## config.mk

```make
export PLATFORM = sky130hd
export DESIGN_NAME = stepper_phase_sequencer
export DESIGN_NICKNAME = d
export VERILOG_FILES = /design/src/verilog/stepper_pkg.sv /design/src/verilog/boost_one_shot.sv /design/src/verilog/pin_sync.sv /design/src/verilog/stepper_phase_sequencer.sv
export VERILOG_INCLUDE_DIRS = /design/src /design/src/verilog
export SDC_FILE = /design/constraint.sdc
export NUM_CORES = 1
export LEC_CHECK = 0
export ABC_AREA = 1
export BUFFER_PORTS_ARGS = -buffer_cell sky130_fd_sc_hd__buf_4
export CAP_MARGIN = 20
export CORE_MARGIN = 4
export CORE_UTILIZATION = 59
export CTS_CLUSTER_SIZE = 20
export DETAILED_ROUTE_END_ITERATION = 16
export GPL_TIMING_DRIVEN = 0
export MAX_ROUTING_LAYER = met4
export PLACE_DENSITY = 0.86
export SYNTH_ARGS = -nofsm -noshare
export SYNTH_HDL_FRONTEND = slang
export SYNTH_SLANG_ARGS = --single-unit
```

## constraint.sdc

```tcl
create_clock -name hclk -period 4.5 [get_ports hclk]
set_input_delay 1.35 -clock hclk [delete_from_list [all_inputs] [get_ports hclk]]
set_output_delay 1.35 -clock hclk [all_outputs]
set_load 0.01 [all_outputs]
```

## src/verilog/stepper_defs.svh

```systemverilog
// register offsets, field positions, reset values and timings in ns
`ifndef STEPPER_DEFS_SVH
`define STEPPER_DEFS_SVH

`define CTRL_OFFSET 12'h000
`define PULSE_LEN_OFFSET 12'h004
`define STATUS_OFFSET 12'h008

`define CTRL_HOLD_BIT 0
`define CTRL_RESET 32'h0000_0000

`define STATUS_PHASE_LSB 0
`define STATUS_HALF_LSB 4
`define STATUS_BOOST_LSB 6
`define STATUS_STATE_LSB 8
`define STATUS_DISABLE_BIT 11

`define POWER_UP_STATE 3'h0

`define CLOCK_PERIOD_NS 50
`define PULSE_ON_TIME_NS 325000

`endif

```

## src/verilog/stepper_pkg.sv

```systemverilog
// types shared by the step sequencer and its helpers
package stepper_pkg;

  typedef logic [2:0] step_idx_t;

  // level 1 means off, 0 means pulled low
  typedef struct packed {
    logic phase_a_first;
    logic phase_a_second;
    logic phase_b_first;
    logic phase_b_second;
  } phase_t;

  typedef struct packed {
    logic half_a;
    logic half_b;
  } half_t;

  typedef struct packed {
    logic boost_pulse_first;
    logic boost_pulse_second;
  } boost_t;

  typedef struct packed {
    logic step;
    logic rotation_sense;
    logic step_size_select;
    logic output_disable;
  } ctl_pins_t;

endpackage
```

## src/verilog/boost_one_shot.sv

```systemverilog
// retriggerable one-shot with an optional hold-on mode
`timescale 1ns/10ps
`default_nettype none
module boost_one_shot #(
  parameter int CW = 16
) (
  // clock and reset
  input wire logic hclk,
  input wire logic hresetn,
  // control
  input wire logic fire,
  input wire logic [CW-1:0] len,
  input wire logic hold,
  // pulse
  output logic active
);
  if (CW < 1) begin : g_bad_cw
    $error("one-shot counter width must be at least one");
  end

  logic active_ff, nxt_active;
  logic [CW-1:0] cnt_ff, nxt_cnt;

  always_comb begin
    nxt_active = active_ff;
    nxt_cnt = cnt_ff;
    if (fire) begin
      // zero length still gives one cycle
      nxt_active = 1'b1;
      nxt_cnt = (len == '0) ? CW'(1) : len;
    end else if (active_ff && !hold) begin
      if (cnt_ff <= CW'(1)) begin
        nxt_active = 1'b0;
        nxt_cnt = '0;
      end else begin
        nxt_cnt = cnt_ff - CW'(1);
      end
    end
  end

  always_ff @(posedge hclk or negedge hresetn) begin
    if (!hresetn) begin
      active_ff <= 1'b0;
      cnt_ff <= '0;
    end else begin
      active_ff <= nxt_active;
      cnt_ff <= nxt_cnt;
    end
  end

  assign active = active_ff;
endmodule // boost_one_shot
`default_nettype wire

```

## src/verilog/pin_sync.sv

```systemverilog
// two-flop synchroniser for asynchronous pin inputs
`timescale 1ns/10ps
`default_nettype none
module pin_sync #(
  parameter int WIDTH = 1
) (
  // clock and reset
  input wire logic hclk,
  input wire logic hresetn,
  // data
  input wire logic [WIDTH-1:0] d,
  output logic [WIDTH-1:0] q
);
  if (WIDTH < 1) begin : g_bad_width
    $error("synchroniser width must be at least one");
  end

  logic [WIDTH-1:0] meta_ff;
  logic [WIDTH-1:0] sync_ff;

  always_ff @(posedge hclk or negedge hresetn) begin
    if (!hresetn) begin
      meta_ff <= '0;
      sync_ff <= '0;
    end else begin
      meta_ff <= d;
      sync_ff <= meta_ff;
    end
  end

  assign q = sync_ff;
endmodule // pin_sync
`default_nettype wire

```

## src/verilog/stepper_phase_sequencer.sv

```systemverilog
// step/direction sequencer for a two-phase stepper, with AHB-Lite registers
//
// Overview of operation
// - state changes only on falling step edge
// - rotation_sense picks forward or backward order
// - select low half steps, high full
// - sense and select sampled at step edge
// - phases pulled low in state order
// - output_disable floats phases and half indicators
// - steps while disabled still move state
// - half indicators pull low or float
// - boost drives high only while one-shot active
// - step into full state fires boost
// - one shared pulse length, step slower
// - hold mode keeps one-shot on indefinitely
// - reset enters 1010, indicators low
// - full mode always lands on full state
// - no boost entering half state
// - 0110 forward full goes 0101, second boost
`timescale 1ns/10ps
`default_nettype none
`include "stepper_defs.svh"
module stepper_phase_sequencer
  import stepper_pkg::*;
#(
  parameter int PULSE_CYCLES =
    (`PULSE_ON_TIME_NS + `CLOCK_PERIOD_NS - 1) / `CLOCK_PERIOD_NS,
  parameter int LEN_W = 16
) (
  // clock and reset
  input wire logic hclk,
  input wire logic hresetn,
  // AHB-Lite slave
  input wire logic hsel,
  input wire logic [31:0] haddr,
  input wire logic [1:0] htrans,
  input wire logic hwrite,
  input wire logic [2:0] hsize,
  input wire logic [31:0] hwdata,
  input wire logic hready,
  output logic [31:0] hrdata,
  output logic hreadyout,
  output logic hresp,
  // motion controller pins
  input wire ctl_pins_t ctl_pins,
  // winding drive, level and enable per pin
  output var phase_t phase_lvl,
  output var phase_t phase_oe,
  output var half_t half_lvl,
  output var half_t half_oe,
  output var boost_t boost_lvl,
  output var boost_t boost_oe
);

  // refuse a reset length that the counter cannot hold
  if (LEN_W < 1 || LEN_W > 31 || PULSE_CYCLES < 1 ||
      PULSE_CYCLES >= (1 << LEN_W)) begin : g_bad_len
    $error("pulse length does not fit its counter");
  end

  localparam logic [LEN_W-1:0] PULSE_RESET = LEN_W'(PULSE_CYCLES);

  function automatic phase_t phase_of(input step_idx_t idx);
    // even entries are full steps, odd ones half steps
    unique case (idx)
      3'h0: phase_of = 4'b1010;
      3'h1: phase_of = 4'b1110;
      3'h2: phase_of = 4'b0110;
      3'h3: phase_of = 4'b0111;
      3'h4: phase_of = 4'b0101;
      3'h5: phase_of = 4'b1101;
      3'h6: phase_of = 4'b1001;
      3'h7: phase_of = 4'b1011;
    endcase
  endfunction

  // ---- pin synchronisation and edge detect
  ctl_pins_t pins_s;
  logic step_d_ff;
  logic step_fall;

  pin_sync #(.WIDTH(4)) u_sync (
    .hclk(hclk),
    .hresetn(hresetn),
    .d(ctl_pins),
    .q(pins_s)
  );

  always_ff @(posedge hclk or negedge hresetn) begin
    if (!hresetn) begin
      step_d_ff <= 1'b0;
    end else begin
      step_d_ff <= pins_s.step;
    end
  end

  assign step_fall = step_d_ff && !pins_s.step;

  // ---- registers
  logic ctrl_hold_ff, nxt_ctrl_hold;
  logic [LEN_W-1:0] pulse_len_ff, nxt_pulse_len;
  logic wr_pend_ff, nxt_wr_pend;
  logic [11:0] wr_addr_ff, nxt_wr_addr;
  logic [31:0] hrdata_ff, nxt_hrdata;
  logic addr_phase;
  logic [31:0] status_word;

  // ---- sequencing state
  step_idx_t state_ff, nxt_state;
  phase_t phase_lvl_ff, nxt_phase_lvl;
  phase_t phase_oe_ff, nxt_phase_oe;
  half_t half_lvl_ff, nxt_half_lvl;
  half_t half_oe_ff, nxt_half_oe;
  phase_t cur_ph, new_ph;
  boost_t fire;
  boost_t active;

  always_comb begin
    nxt_state = state_ff;
    if (step_fall) begin
      // full mode from a half state only goes one to reach full
      if (pins_s.rotation_sense) begin
        if (pins_s.step_size_select && !state_ff[0]) begin
          nxt_state = state_ff + 3'h2;
        end else begin
          nxt_state = state_ff + 3'h1;
        end
      end else begin
        if (pins_s.step_size_select && !state_ff[0]) begin
          nxt_state = state_ff - 3'h2;
        end else begin
          nxt_state = state_ff - 3'h1;
        end
      end
    end
    cur_ph = phase_of(state_ff);
    new_ph = phase_of(nxt_state);
    nxt_phase_lvl = new_ph;
    // disable only masks the drivers, state keeps moving
    nxt_phase_oe = pins_s.output_disable ? 4'b0000 : ~new_ph;
    nxt_half_lvl.half_a = new_ph.phase_a_first && new_ph.phase_a_second;
    nxt_half_lvl.half_b = new_ph.phase_b_first && new_ph.phase_b_second;
    nxt_half_oe = pins_s.output_disable ? 2'b00 : ~nxt_half_lvl;
    // boost the winding that changes when a full state is entered
    fire.boost_pulse_first = step_fall && !nxt_state[0] &&
      ({new_ph.phase_a_first, new_ph.phase_a_second} !=
       {cur_ph.phase_a_first, cur_ph.phase_a_second});
    fire.boost_pulse_second = step_fall && !nxt_state[0] &&
      ({new_ph.phase_b_first, new_ph.phase_b_second} !=
       {cur_ph.phase_b_first, cur_ph.phase_b_second});
  end

  always_ff @(posedge hclk or negedge hresetn) begin
    if (!hresetn) begin
      state_ff <= `POWER_UP_STATE;
      phase_lvl_ff <= 4'b1010;
      phase_oe_ff <= 4'b0000;
      half_lvl_ff <= 2'b00;
      half_oe_ff <= 2'b00;
    end else begin
      state_ff <= nxt_state;
      phase_lvl_ff <= nxt_phase_lvl;
      phase_oe_ff <= nxt_phase_oe;
      half_lvl_ff <= nxt_half_lvl;
      half_oe_ff <= nxt_half_oe;
    end
  end

  // one shared length for both one-shots
  boost_one_shot #(.CW(LEN_W)) u_shot_first (
    .hclk(hclk),
    .hresetn(hresetn),
    .fire(fire.boost_pulse_first),
    .len(pulse_len_ff),
    .hold(ctrl_hold_ff),
    .active(active.boost_pulse_first)
  );

  boost_one_shot #(.CW(LEN_W)) u_shot_second (
    .hclk(hclk),
    .hresetn(hresetn),
    .fire(fire.boost_pulse_second),
    .len(pulse_len_ff),
    .hold(ctrl_hold_ff),
    .active(active.boost_pulse_second)
  );

  assign phase_lvl = phase_lvl_ff;
  assign phase_oe = phase_oe_ff;
  assign half_lvl = half_lvl_ff;
  assign half_oe = half_oe_ff;
  assign boost_lvl = active;
  assign boost_oe = active;

  // ---- AHB-Lite slave, zero wait states
  assign addr_phase = hsel && htrans[1] && hready;

  always_comb begin
    status_word = 32'h0000_0000;
    status_word[`STATUS_PHASE_LSB +: 4] = phase_lvl_ff;
    status_word[`STATUS_HALF_LSB +: 2] = half_lvl_ff;
    status_word[`STATUS_BOOST_LSB +: 2] = active;
    status_word[`STATUS_STATE_LSB +: 3] = state_ff;
    status_word[`STATUS_DISABLE_BIT] = pins_s.output_disable;
  end

  always_comb begin
    nxt_ctrl_hold = ctrl_hold_ff;
    nxt_pulse_len = pulse_len_ff;
    if (wr_pend_ff) begin
      if (wr_addr_ff == `CTRL_OFFSET) begin
        nxt_ctrl_hold = hwdata[`CTRL_HOLD_BIT];
      end
      if (wr_addr_ff == `PULSE_LEN_OFFSET) begin
        nxt_pulse_len = hwdata[LEN_W-1:0];
      end
    end
    nxt_wr_pend = addr_phase && hwrite;
    nxt_wr_addr = addr_phase ? haddr[11:0] : wr_addr_ff;
    // read data built from next values so a write just ahead shows
    nxt_hrdata = 32'h0000_0000;
    if (addr_phase && !hwrite && haddr[31:12] == 20'h00000) begin
      if (haddr[11:0] == `CTRL_OFFSET) begin
        nxt_hrdata[`CTRL_HOLD_BIT] = nxt_ctrl_hold;
      end else if (haddr[11:0] == `PULSE_LEN_OFFSET) begin
        nxt_hrdata[LEN_W-1:0] = nxt_pulse_len;
      end else if (haddr[11:0] == `STATUS_OFFSET) begin
        nxt_hrdata = status_word;
      end
    end
  end

  always_ff @(posedge hclk or negedge hresetn) begin
    if (!hresetn) begin
      ctrl_hold_ff <= 1'b0;
      pulse_len_ff <= PULSE_RESET;
      wr_pend_ff <= 1'b0;
      wr_addr_ff <= 12'h000;
      hrdata_ff <= 32'h0000_0000;
    end else begin
      ctrl_hold_ff <= nxt_ctrl_hold;
      pulse_len_ff <= nxt_pulse_len;
      wr_pend_ff <= nxt_wr_pend;
      wr_addr_ff <= nxt_wr_addr;
      hrdata_ff <= nxt_hrdata;
    end
  end

  logic hreadyout_ff;
  logic hresp_ff;

  always_ff @(posedge hclk or negedge hresetn) begin
    if (!hresetn) begin
      hreadyout_ff <= 1'b1;
      hresp_ff <= 1'b0;
    end else begin
      hreadyout_ff <= 1'b1;
      hresp_ff <= 1'b0;
    end
  end

  assign hrdata = hrdata_ff;
  assign hreadyout = hreadyout_ff;
  assign hresp = hresp_ff;
endmodule // stepper_phase_sequencer
`default_nettype wire

```

# Word level (Yosys, flattened, before mapping)
# Memory sizes are Yosys's and may differ from the RTL's.
# Index checks and enable logic that the tools add are counted.
# classes
mux	28
reduce_logical	29
bitwise	2
n_eq_ne	5
add_sub_neg	6
magnitude_cmp	2
# ops
op	count
$mux 16	10
$le 16x1->1 const B	2
$mux 32	1
$sub 16x1->16 const B	2
$mux 31	1
$eq 12x3->1 const B	2
$logic_not 12->1	2
$logic_not 20->1	1
$logic_not 16->1	1
$logic_and 1x1->1	14
$eq 12x4->1 const B	1
$mux 12	1
$mux 3	4
$mux 1	9
$reduce_bool 2->1	4
$logic_not 1->1	5
$mux 4	1
$ne 2x2->1	2
$not 4->4	1
$reduce_and 2->1	2
$add 3x1->3 const B	1
$add 3x2->3 const B	1
$sub 3x1->3 const B	1
$sub 3x2->3 const B	1
2 further kinds	2
# word_totals
n_memories	2
in_bits	78
reg_bits	120
romBits	64
# mem_list
name	words	word_bits	read_ports	rd_ports_with_merged_regs	write_ports	line	text
(no name shown)	8	4	1	0	0	stepper_phase_sequencer.sv:65	unique case (idx)
(no name shown)	8	4	1	0	0	stepper_phase_sequencer.sv:65	

# Logic depth before layout (Yosys ltp)
# Gate-level depths: netlist (run 1).
# depth
depth_word	10
mapped_depth	19
mapped_depth_nobuf	18

# Hierarchy
# Synthesis (run 1) repeated with hierarchy kept, for this count alone.
# hier_totals
cells_unflattened	766
hier_area_um2	6003.3
# modules_own_cells
mod	cells_each	area_per_inst_um2	instances
stepper_phase_sequencer	372	3178.0	1
boost_one_shot	193	1312.5	2
pin_sync	8	200.2	1

# Worst setup path before layout (run 1)
# Ideal clock, no wire load.
# synth_path
path_kind	input -> register
start	input haddr[14]
end	register hrdata_ff[10] (netlist: hrdata[10])
n_path_buf	1
t_required_ps	4412
path_slack_ps	1948
t_arrival_ps	2463
stages	8
path_cell_list	nor2_1 nand2_1 nor3_1 and3_1 nor3b_1 nand2_1 clkbuf_1 nor3b_1
# synth_via
elab_chain_len	3
# synth_lines
element	line	text
from (decl)	stepper_phase_sequencer.sv:35	input wire logic [31:0] haddr,
$logic_not 20->1	stepper_phase_sequencer.sv:222	if (addr_phase && !hwrite && haddr[31:12] == 20'h00000) begin
$logic_and 1x1->1	stepper_phase_sequencer.sv:222	
$mux 32	stepper_phase_sequencer.sv:222	
net nxt_hrdata[10]	stepper_phase_sequencer.sv:104	logic [31:0] hrdata_ff, nxt_hrdata;
to (signal assigned)	stepper_phase_sequencer.sv:245	hrdata_ff <= nxt_hrdata;
to (decl)	stepper_phase_sequencer.sv:104	
# The timed path passes the listed nets, and every way through them passes these cells.
# A chain may end at the register's enable or synchronous reset.

# Worst setup path after layout (run 1)
# layout_path
start	input haddr[16]
end	register hrdata_ff[8] (netlist: hrdata[8])
# The elaborated chain is that of the path after synthesis.

==> results of run 1 <==
-- sequential cells by signal (all words and copies together), names as in the netlist --
signal / flops
ctrl_hold_ff: 1
half_lvl: 2
half_oe: 2
hrdata: 16
phase_lvl: 4
phase_oe: 4
pulse_len_ff: 16
state_ff: 3
step_d_ff: 1
u_shot_first.active: 1
u_shot_first.cnt_ff: 16
u_shot_second.active: 1
u_shot_second.cnt_ff: 16
u_sync.meta_ff: 4
u_sync.q: 4
wr_addr_ff: 12
wr_pend_ff: 1
-- metrics by stage --
stage                     utilization  std cells
final                           0.719       1029
after global routing            0.719       1029
after CTS                       0.719       1029
after detailed placement        0.698       1013
after global placement          0.695       1012
after floorplan                     -        790
-- layer usage --
metal  up-vias  wire, µm  track usage
li1       2666         -            -
met1      2594      6280        0.360
met2       190      7510        0.476
met3        34      1060       0.0432
met4         0       397       0.0929
met5         -         0            -
-- placed cells by master, fill, tap and decap left out, types with 8 or more instances in the layout --
cell	n
nor2_1	81
nand4_1	13
inv_1	91
nor3_1	9
nor3b_1	12
dfrtp_1	96
clkbuf_1	11
conb_1	18
o21ai_0	46
dfstp_2	8
ha_1	9
nand2_1	189
a21oi_1	11
buf_4	116
nand3_1	99
clkbuf_8	9
xor2_1	9
-- critical path, cell delays in order --
cell and delay, ns:
buf_4 0.11, nor4_1 0.25, and3_1 0.18, nor3b_1 0.49, nand2_1 0.15, clkbuf_1 0.26
nor3b_1 0.37
-- how the worst max path moves through the flow --
stage                     startpoint  cells past startpoint  slack, ns         end
after floorplan            haddr[14]                      8       1.95  hrdata[10]
after global placement     haddr[16]                      7       1.40   hrdata[8]
after detailed placement   haddr[16]                      7       1.28   hrdata[8]
after CTS                  haddr[16]                      7       1.62   hrdata[8]
after global routing       haddr[14]                      9       1.48   hrdata[7]
final                      haddr[16]                      7       1.59   hrdata[8]
-- cells by family after synthesis --
| family | synth area share |
|---|---|
| and+or+nand+nor | 0.331 |
| buffers and inverters | 0.115 |
| DFF | 0.445 |
| AOI/OAI and AO/OA | 0.0610 |
| xor gates and xnor gates | 0.0209 |
| adders and majority gates | 0.0192 |
| muxes | 0.00554 |
| other | 0.00128 |
-- cells in the mapped netlist, drive strengths merged, types with 2 or more instances --
library cell,count,share of area
nand2,200,0.14
nand3,102,0.091
inv,97,0.062
dfrtp,96,0.41
nor2,83,0.055
o21ai,48,0.041
buf,36,0.045
nand4,13,0.014
nor3b,13,0.017
a21oi,12,0.011
clkbuf,11,0.0070
ha,9,0.019
nor3,9,0.0077
xor2,9,0.013
dfstp,8,0.036
nor4,6,0.0064
xnor2,5,0.0075
o211ai,3,0.0038
clkinv,2,0.0013
conb,2,0.0013
mux2,2,0.0038
-- area by class of cell --
type,instances,area share
multi-input cells,540,0.377
flip-flops and latches,104,0.373
repair buffers,90,0.0994
clock inverters,7,0.0123
plain buffers,47,0.0436
well taps,133,0.0238
clock buffers,9,0.0177
inverters,99,0.0531
-- power by group --
group          total [W]  internal [W]  switching [W]
registers        0.00133       0.00114       0.000191
clock network   0.000620      0.000268       0.000352
logic            0.00130      0.000509       0.000792
==> impl_results.md, run 1 <==
* RSZ-0062 raised after global routing: no
* Crit. End Element: register
* Post-Syn Area at ~6000 µm²
* Min-Delay Path Depth at 0
* R2r endpoint: u_shot_first.cnt_ff[11]
* HPWL after DPL at 11600 µm
* Max VDD drop at 0.278 mV
* Total GRT Usage at 0.286
* Sink Count at 104
* Clk buf depth at 2
* Routed WL per cell at 14.8 µm
* Die area at ~12000 µm²
* Max-cap viol count at 0
* Cells after Synth at 774
* Hold Crit Start: u_sync.meta_ff[0]
* Worst R2R Setup Slack at 2.03 ns
* Synth warnings at 0
* CTS tree: done
* Clk_lat worst skew at around 0.38 ns
* P&R area growth vs syn at 19.3%
* Routed WL at 15200 µm
* Worst-Margin Slew at 0.680 ns
* I/O pin cnt at 128
* CTS resizes at 0
* Worst min path class: register to register
* Setup total negative slack at 0 ns
* Vias in the first global route at 5443
* CP Max Fanout at 10
* Final Max Slew Viols at 0
* Static Leak at 3.80 nW
* Total clock buffers created by CTS at 9
* Ys async rst share at 1.00
* Endpoints failing setup at 0
* Slew margin rel. at 0.547
* Number of vias per cell at 5.33
* Ys flop type: dfrtp_1
* Initial core utilization at 0.603
* First-pass GRT wire length at about 26000 µm
* Drt pass-1 iters at 5
* Clock skew at around 0.013 ns
* Critical path type: primary input to register
* Sequential area share after synthesis at 0.445
* Synth Register Bits at approximately 100
* Tot Pwr at 0.00325 W
* Depth of the worst register-to-register path at 14
* Final Critical Period at 2.91 ns
* Worst EP required at 4.76 ns
* Vias at approximately 5500
* Register area at 2610 µm²
* Htree depth at 3
* Number of core rows at 36
* Worst Slack Setup Final at 1.59 ns
* Worst Path Arrival at 3.17 ns
* Post-CTS setup buffers at 0
* Pre-CTS WS at 1.28 ns
* Placed cell area at slightly below 7000 µm²
* Die Ht at roughly 110 µm
* Fin crit share at 0.647
* Fin nets at 978
* Hold-fix buffers, CTS at 0
* Core area at 9730 µm²
* Peak Freq at ~340 MHz
* Avg Cell Area, Syn at 7.58 µm²
* Post-synth EDFFs at 0
* Min Hold Slack at 0.350 ns
* Post-DRT Antenna Nets at 0
* Footprint of the multi-input gates at about 2600 µm²
* DRC viols at 0
* Die width at 108 µm
* Share of cells above drive strength 1 at 0.195
* GRT overflow at 0
* Netlist cell types at 42
* Buffers on Ports at 89
* Status: finished clean
* Worst R2R Start: state_ff[0]
* DR iter-0 viols at a little over 400
* Routability cong. at 0.906
* Pwr dens at 464 nW/µm²
* Setup crit start kind: primary input
* CTS Root Cell: clkbuf_8
* Antenna violations before repair at 0
* Clk slew on worst S/H paths at ~0.11 ns
* Fillcell total at 783
* Hold Path Sink: u_sync.q[0]
* Largest net degree at the start of global routing at 54
* Antenna Cells at 0
* Final Hold Viols at 0
* Design area at 7000 µm²
Power figures use the tool's default switching activity.
==> run 2: changes to the inputs <==
--- a/config.mk
+++ b/config.mk
@@ -10,12 +10,12 @@
 export BUFFER_PORTS_ARGS = -buffer_cell sky130_fd_sc_hd__buf_4
 export CAP_MARGIN = 20
 export CORE_MARGIN = 4
-export CORE_UTILIZATION = 59
+export CORE_UTILIZATION = 55
 export CTS_CLUSTER_SIZE = 20
 export DETAILED_ROUTE_END_ITERATION = 16
 export GPL_TIMING_DRIVEN = 0
 export MAX_ROUTING_LAYER = met4
-export PLACE_DENSITY = 0.86
+export PLACE_DENSITY = 0.81
 export SYNTH_ARGS = -nofsm -noshare
 export SYNTH_HDL_FRONTEND = slang
 export SYNTH_SLANG_ARGS = --single-unit
==> constraint.sdc (replaced) <==
create_clock -name hclk -period 2.8 [get_ports hclk]
set_input_delay 0.84 -clock hclk [delete_from_list [all_inputs] [get_ports hclk]]
set_output_delay 0.84 -clock hclk [all_outputs]
set_load 0.01 [all_outputs]
==> run 2 against run 1 <==
Compared with the run above:
- via count decreased by 0.46%
- clock power increased by 42%
- critical path depth increased by 9
- wire length decreased by 0.98%
- combinational power increased by 60%
- register-to-register slack got worse by 1.7 ns
- sequential share of layout area increased by 0.19 points
- non-clock buffer count unchanged
- critical endpoint is now u_shot_first.cnt_ff[11]
- sequential power increased by 61%
- highest routed layer unchanged
- cell area decreased by 0.50%
- global-route usage decreased by 2.9 points
==> impl_results.md, run 2 (synthesized netlist as in run 1, its figures left out) <==
* CTS resizes at 0 (unchanged)
* Clock skew at 0.0220 ns (+0.00910 ns)
* Antenna Cells at 0 (unchanged)
* Vias in the first global route at 5435 (-0.15%)
* Worst-Margin Slew at 0.530 ns (-0.150 ns)
* Pre-CTS WS at 0.136 ns (-1.14 ns)
* Endpoints failing setup at 0 (unchanged)
* HPWL after DPL at 11700 µm (+0.38%)
* Largest net degree at the start of global routing at 67 (+24%)
* Final Critical Period at 2.43 ns
* Cells after DPL at 1016 (+0.30%)
* Total clock buffers created by CTS at 9 (unchanged)
* Clk_lat worst skew at 0.40 ns (+0.02 ns)
* Post-CTS setup buffers at 0 (unchanged)
* Worst Path Arrival at 2.72 ns (-0.45 ns)
* Max-cap viol count at 0 (unchanged)
* Core area at 10400 µm² (+6.6%)
* Slew margin rel. at 0.647 (+0.100)
* Die width at 111 µm (+3.3%)
* Htree depth at 3 (unchanged)
* CP Max Fanout at 10 (unchanged)
* Routed WL at 15100 µm (-0.98%)
* Vias at 5459 (-0.46%)
* Max VDD drop at 0.515 mV (+85%)
* Most frequent cells in the layout: 189 x nand2_1, 116 x buf_4, 99 x nand3_1
* Sink Count at 104 (unchanged)
* DR iter-0 viols at 376 (-7.8%)
* Final core utilization at 0.672 (-0.0478)
* Setup crit start kind: register
* GRT overflow at 0 (unchanged)
* Finished Layout Cells at 1032 (+0.29%)
* Post-DRT Antenna Nets at 0 (unchanged)
* Die area at 12400 µm² (+6.7%)
* Pwr dens at 732 nW/µm² (+58%)
* Antenna violations before repair at 0 (unchanged)
* Number of core rows at 37 (+2.8%)
* Number of vias per cell at 5.29 (-0.75%)
* Crit. End Element: register
* CTS Root Cell: clkbuf_8
* Fillcell total at 924 (+18%)
* Setup total negative slack at 0 ns (unchanged)
* RSZ-0062 raised after global routing: no
* Fin nets at 978 (unchanged)
* Total GRT Usage at 0.257 (-0.0286)
* Static Leak at 3.78 nW (-0.63%)
* Final Max Slew Viols at 0 (unchanged)
* Routed WL per cell at 14.6 µm (-1.3%)
* CTS tree: done
* Routability cong. at 0.910 (+0.45%)
* P&R area growth vs syn at 18.7%
* Final Hold Viols at 0 (unchanged)
* Fin crit share at 0.869
* Drt pass-1 iters at 5 (unchanged)
* Status: finished clean
* Worst Slack Setup Final at 0.368 ns (-1.22 ns)
* First-pass GRT wire length at 25200 µm (-1.3%)
* Clk buf depth at 2 (unchanged)
* Worst min path class: register to register
* DRC viols at 0 (unchanged)
* Die Ht at 111 µm (+3.3%)
* I/O pin cnt at 128 (unchanged)
* Hold-fix buffers, CTS at 0 (unchanged)
* Register area at 2610 µm² (unchanged)
* Footprint of the multi-input gates at 2640 µm² (unchanged)
* Placed cell area at 6790 µm² (about the same)
* Most common cell after layout, fill and taps aside: nand2_1
* Clk slew on worst S/H paths at 0.10 ns (about the same)
* Buffers on Ports at 89 (unchanged)
* Share of cells above drive strength 1 at 0.192 (-0.00335)
* Critical path type: register to register
* Peak Freq at 411 MHz
* Initial core utilization at 0.566 (-0.0373)
* Worst EP required at 3.09 ns (-1.67 ns)
* Design area at 6960 µm² (-0.50%)
## run 2: critical path: stages, from the launching register on
cell and delay, ns:
dfrtp_1 0.45, ha_1 0.22, inv_1 0.11, ha_1 0.25
a21oi_1 0.14, nand2_1 0.06, nand2_1 0.07, nand2_1 0.08
nand2_1 0.10, nand2_1 0.06, nand3_1 0.07, nand2_1 0.09
nand2_4 0.13, buf_2 0.22, nand3_1 0.12, nand2_1 0.10
nand2_1 0.05
## run 2: area by class of cell
type / instances / area share
inverters: 99 / 0.0534
clock buffers: 12 / 0.0194
well taps: 136 / 0.0244
plain buffers: 47 / 0.0438
clock inverters: 4 / 0.00521
multi-input cells: 540 / 0.379
flip-flops and latches: 104 / 0.375
repair buffers: 90 / 0.0999
## run 2: path summary, 6_finish.rpt
check,slack [ns],from,cells after the start,to
worst max-delay path,0.37,state_ff[0],16,u_shot_first.cnt_ff[11]
worst min-delay path,0.36,u_sync.meta_ff[0],0,u_sync.q[0]
worst max register to register,0.37,state_ff[0],16,u_shot_first.cnt_ff[11]
worst min register to register,0.36,u_sync.meta_ff[0],0,u_sync.q[0]
max in group asynchronous,1.65,hresetn,2,phase_lvl[3]
min in group asynchronous,0.42,hresetn,1,u_shot_first.cnt_ff[3]
## run 2: report_power, final
group          switching [W]  internal (W)
clock               0.000541      0.000338
sequential          0.000312       0.00183
combinational        0.00127      0.000813
## run 2: stage by stage
| stage | hold WS, ns | total power (W) |
|---|---|---|
| after floorplan | 0.331 | 0.00362 |
| after global placement | 0.332 | 0.00411 |
| after detailed placement | 0.337 | 0.00421 |
| after CTS | 0.359 | 0.00510 |
| after global routing | 0.375 | 0.00550 |
| final | 0.358 | 0.00510 |
## run 2: metal layers
layer  vias to the layer above  wire (µm)  track usage
met1                      2568       6270        0.309
met5                         -          0            -
met2                       190       7460        0.429
li1                       2660          -            -
met3                        41       1010       0.0671
met4                         0        346       0.0714
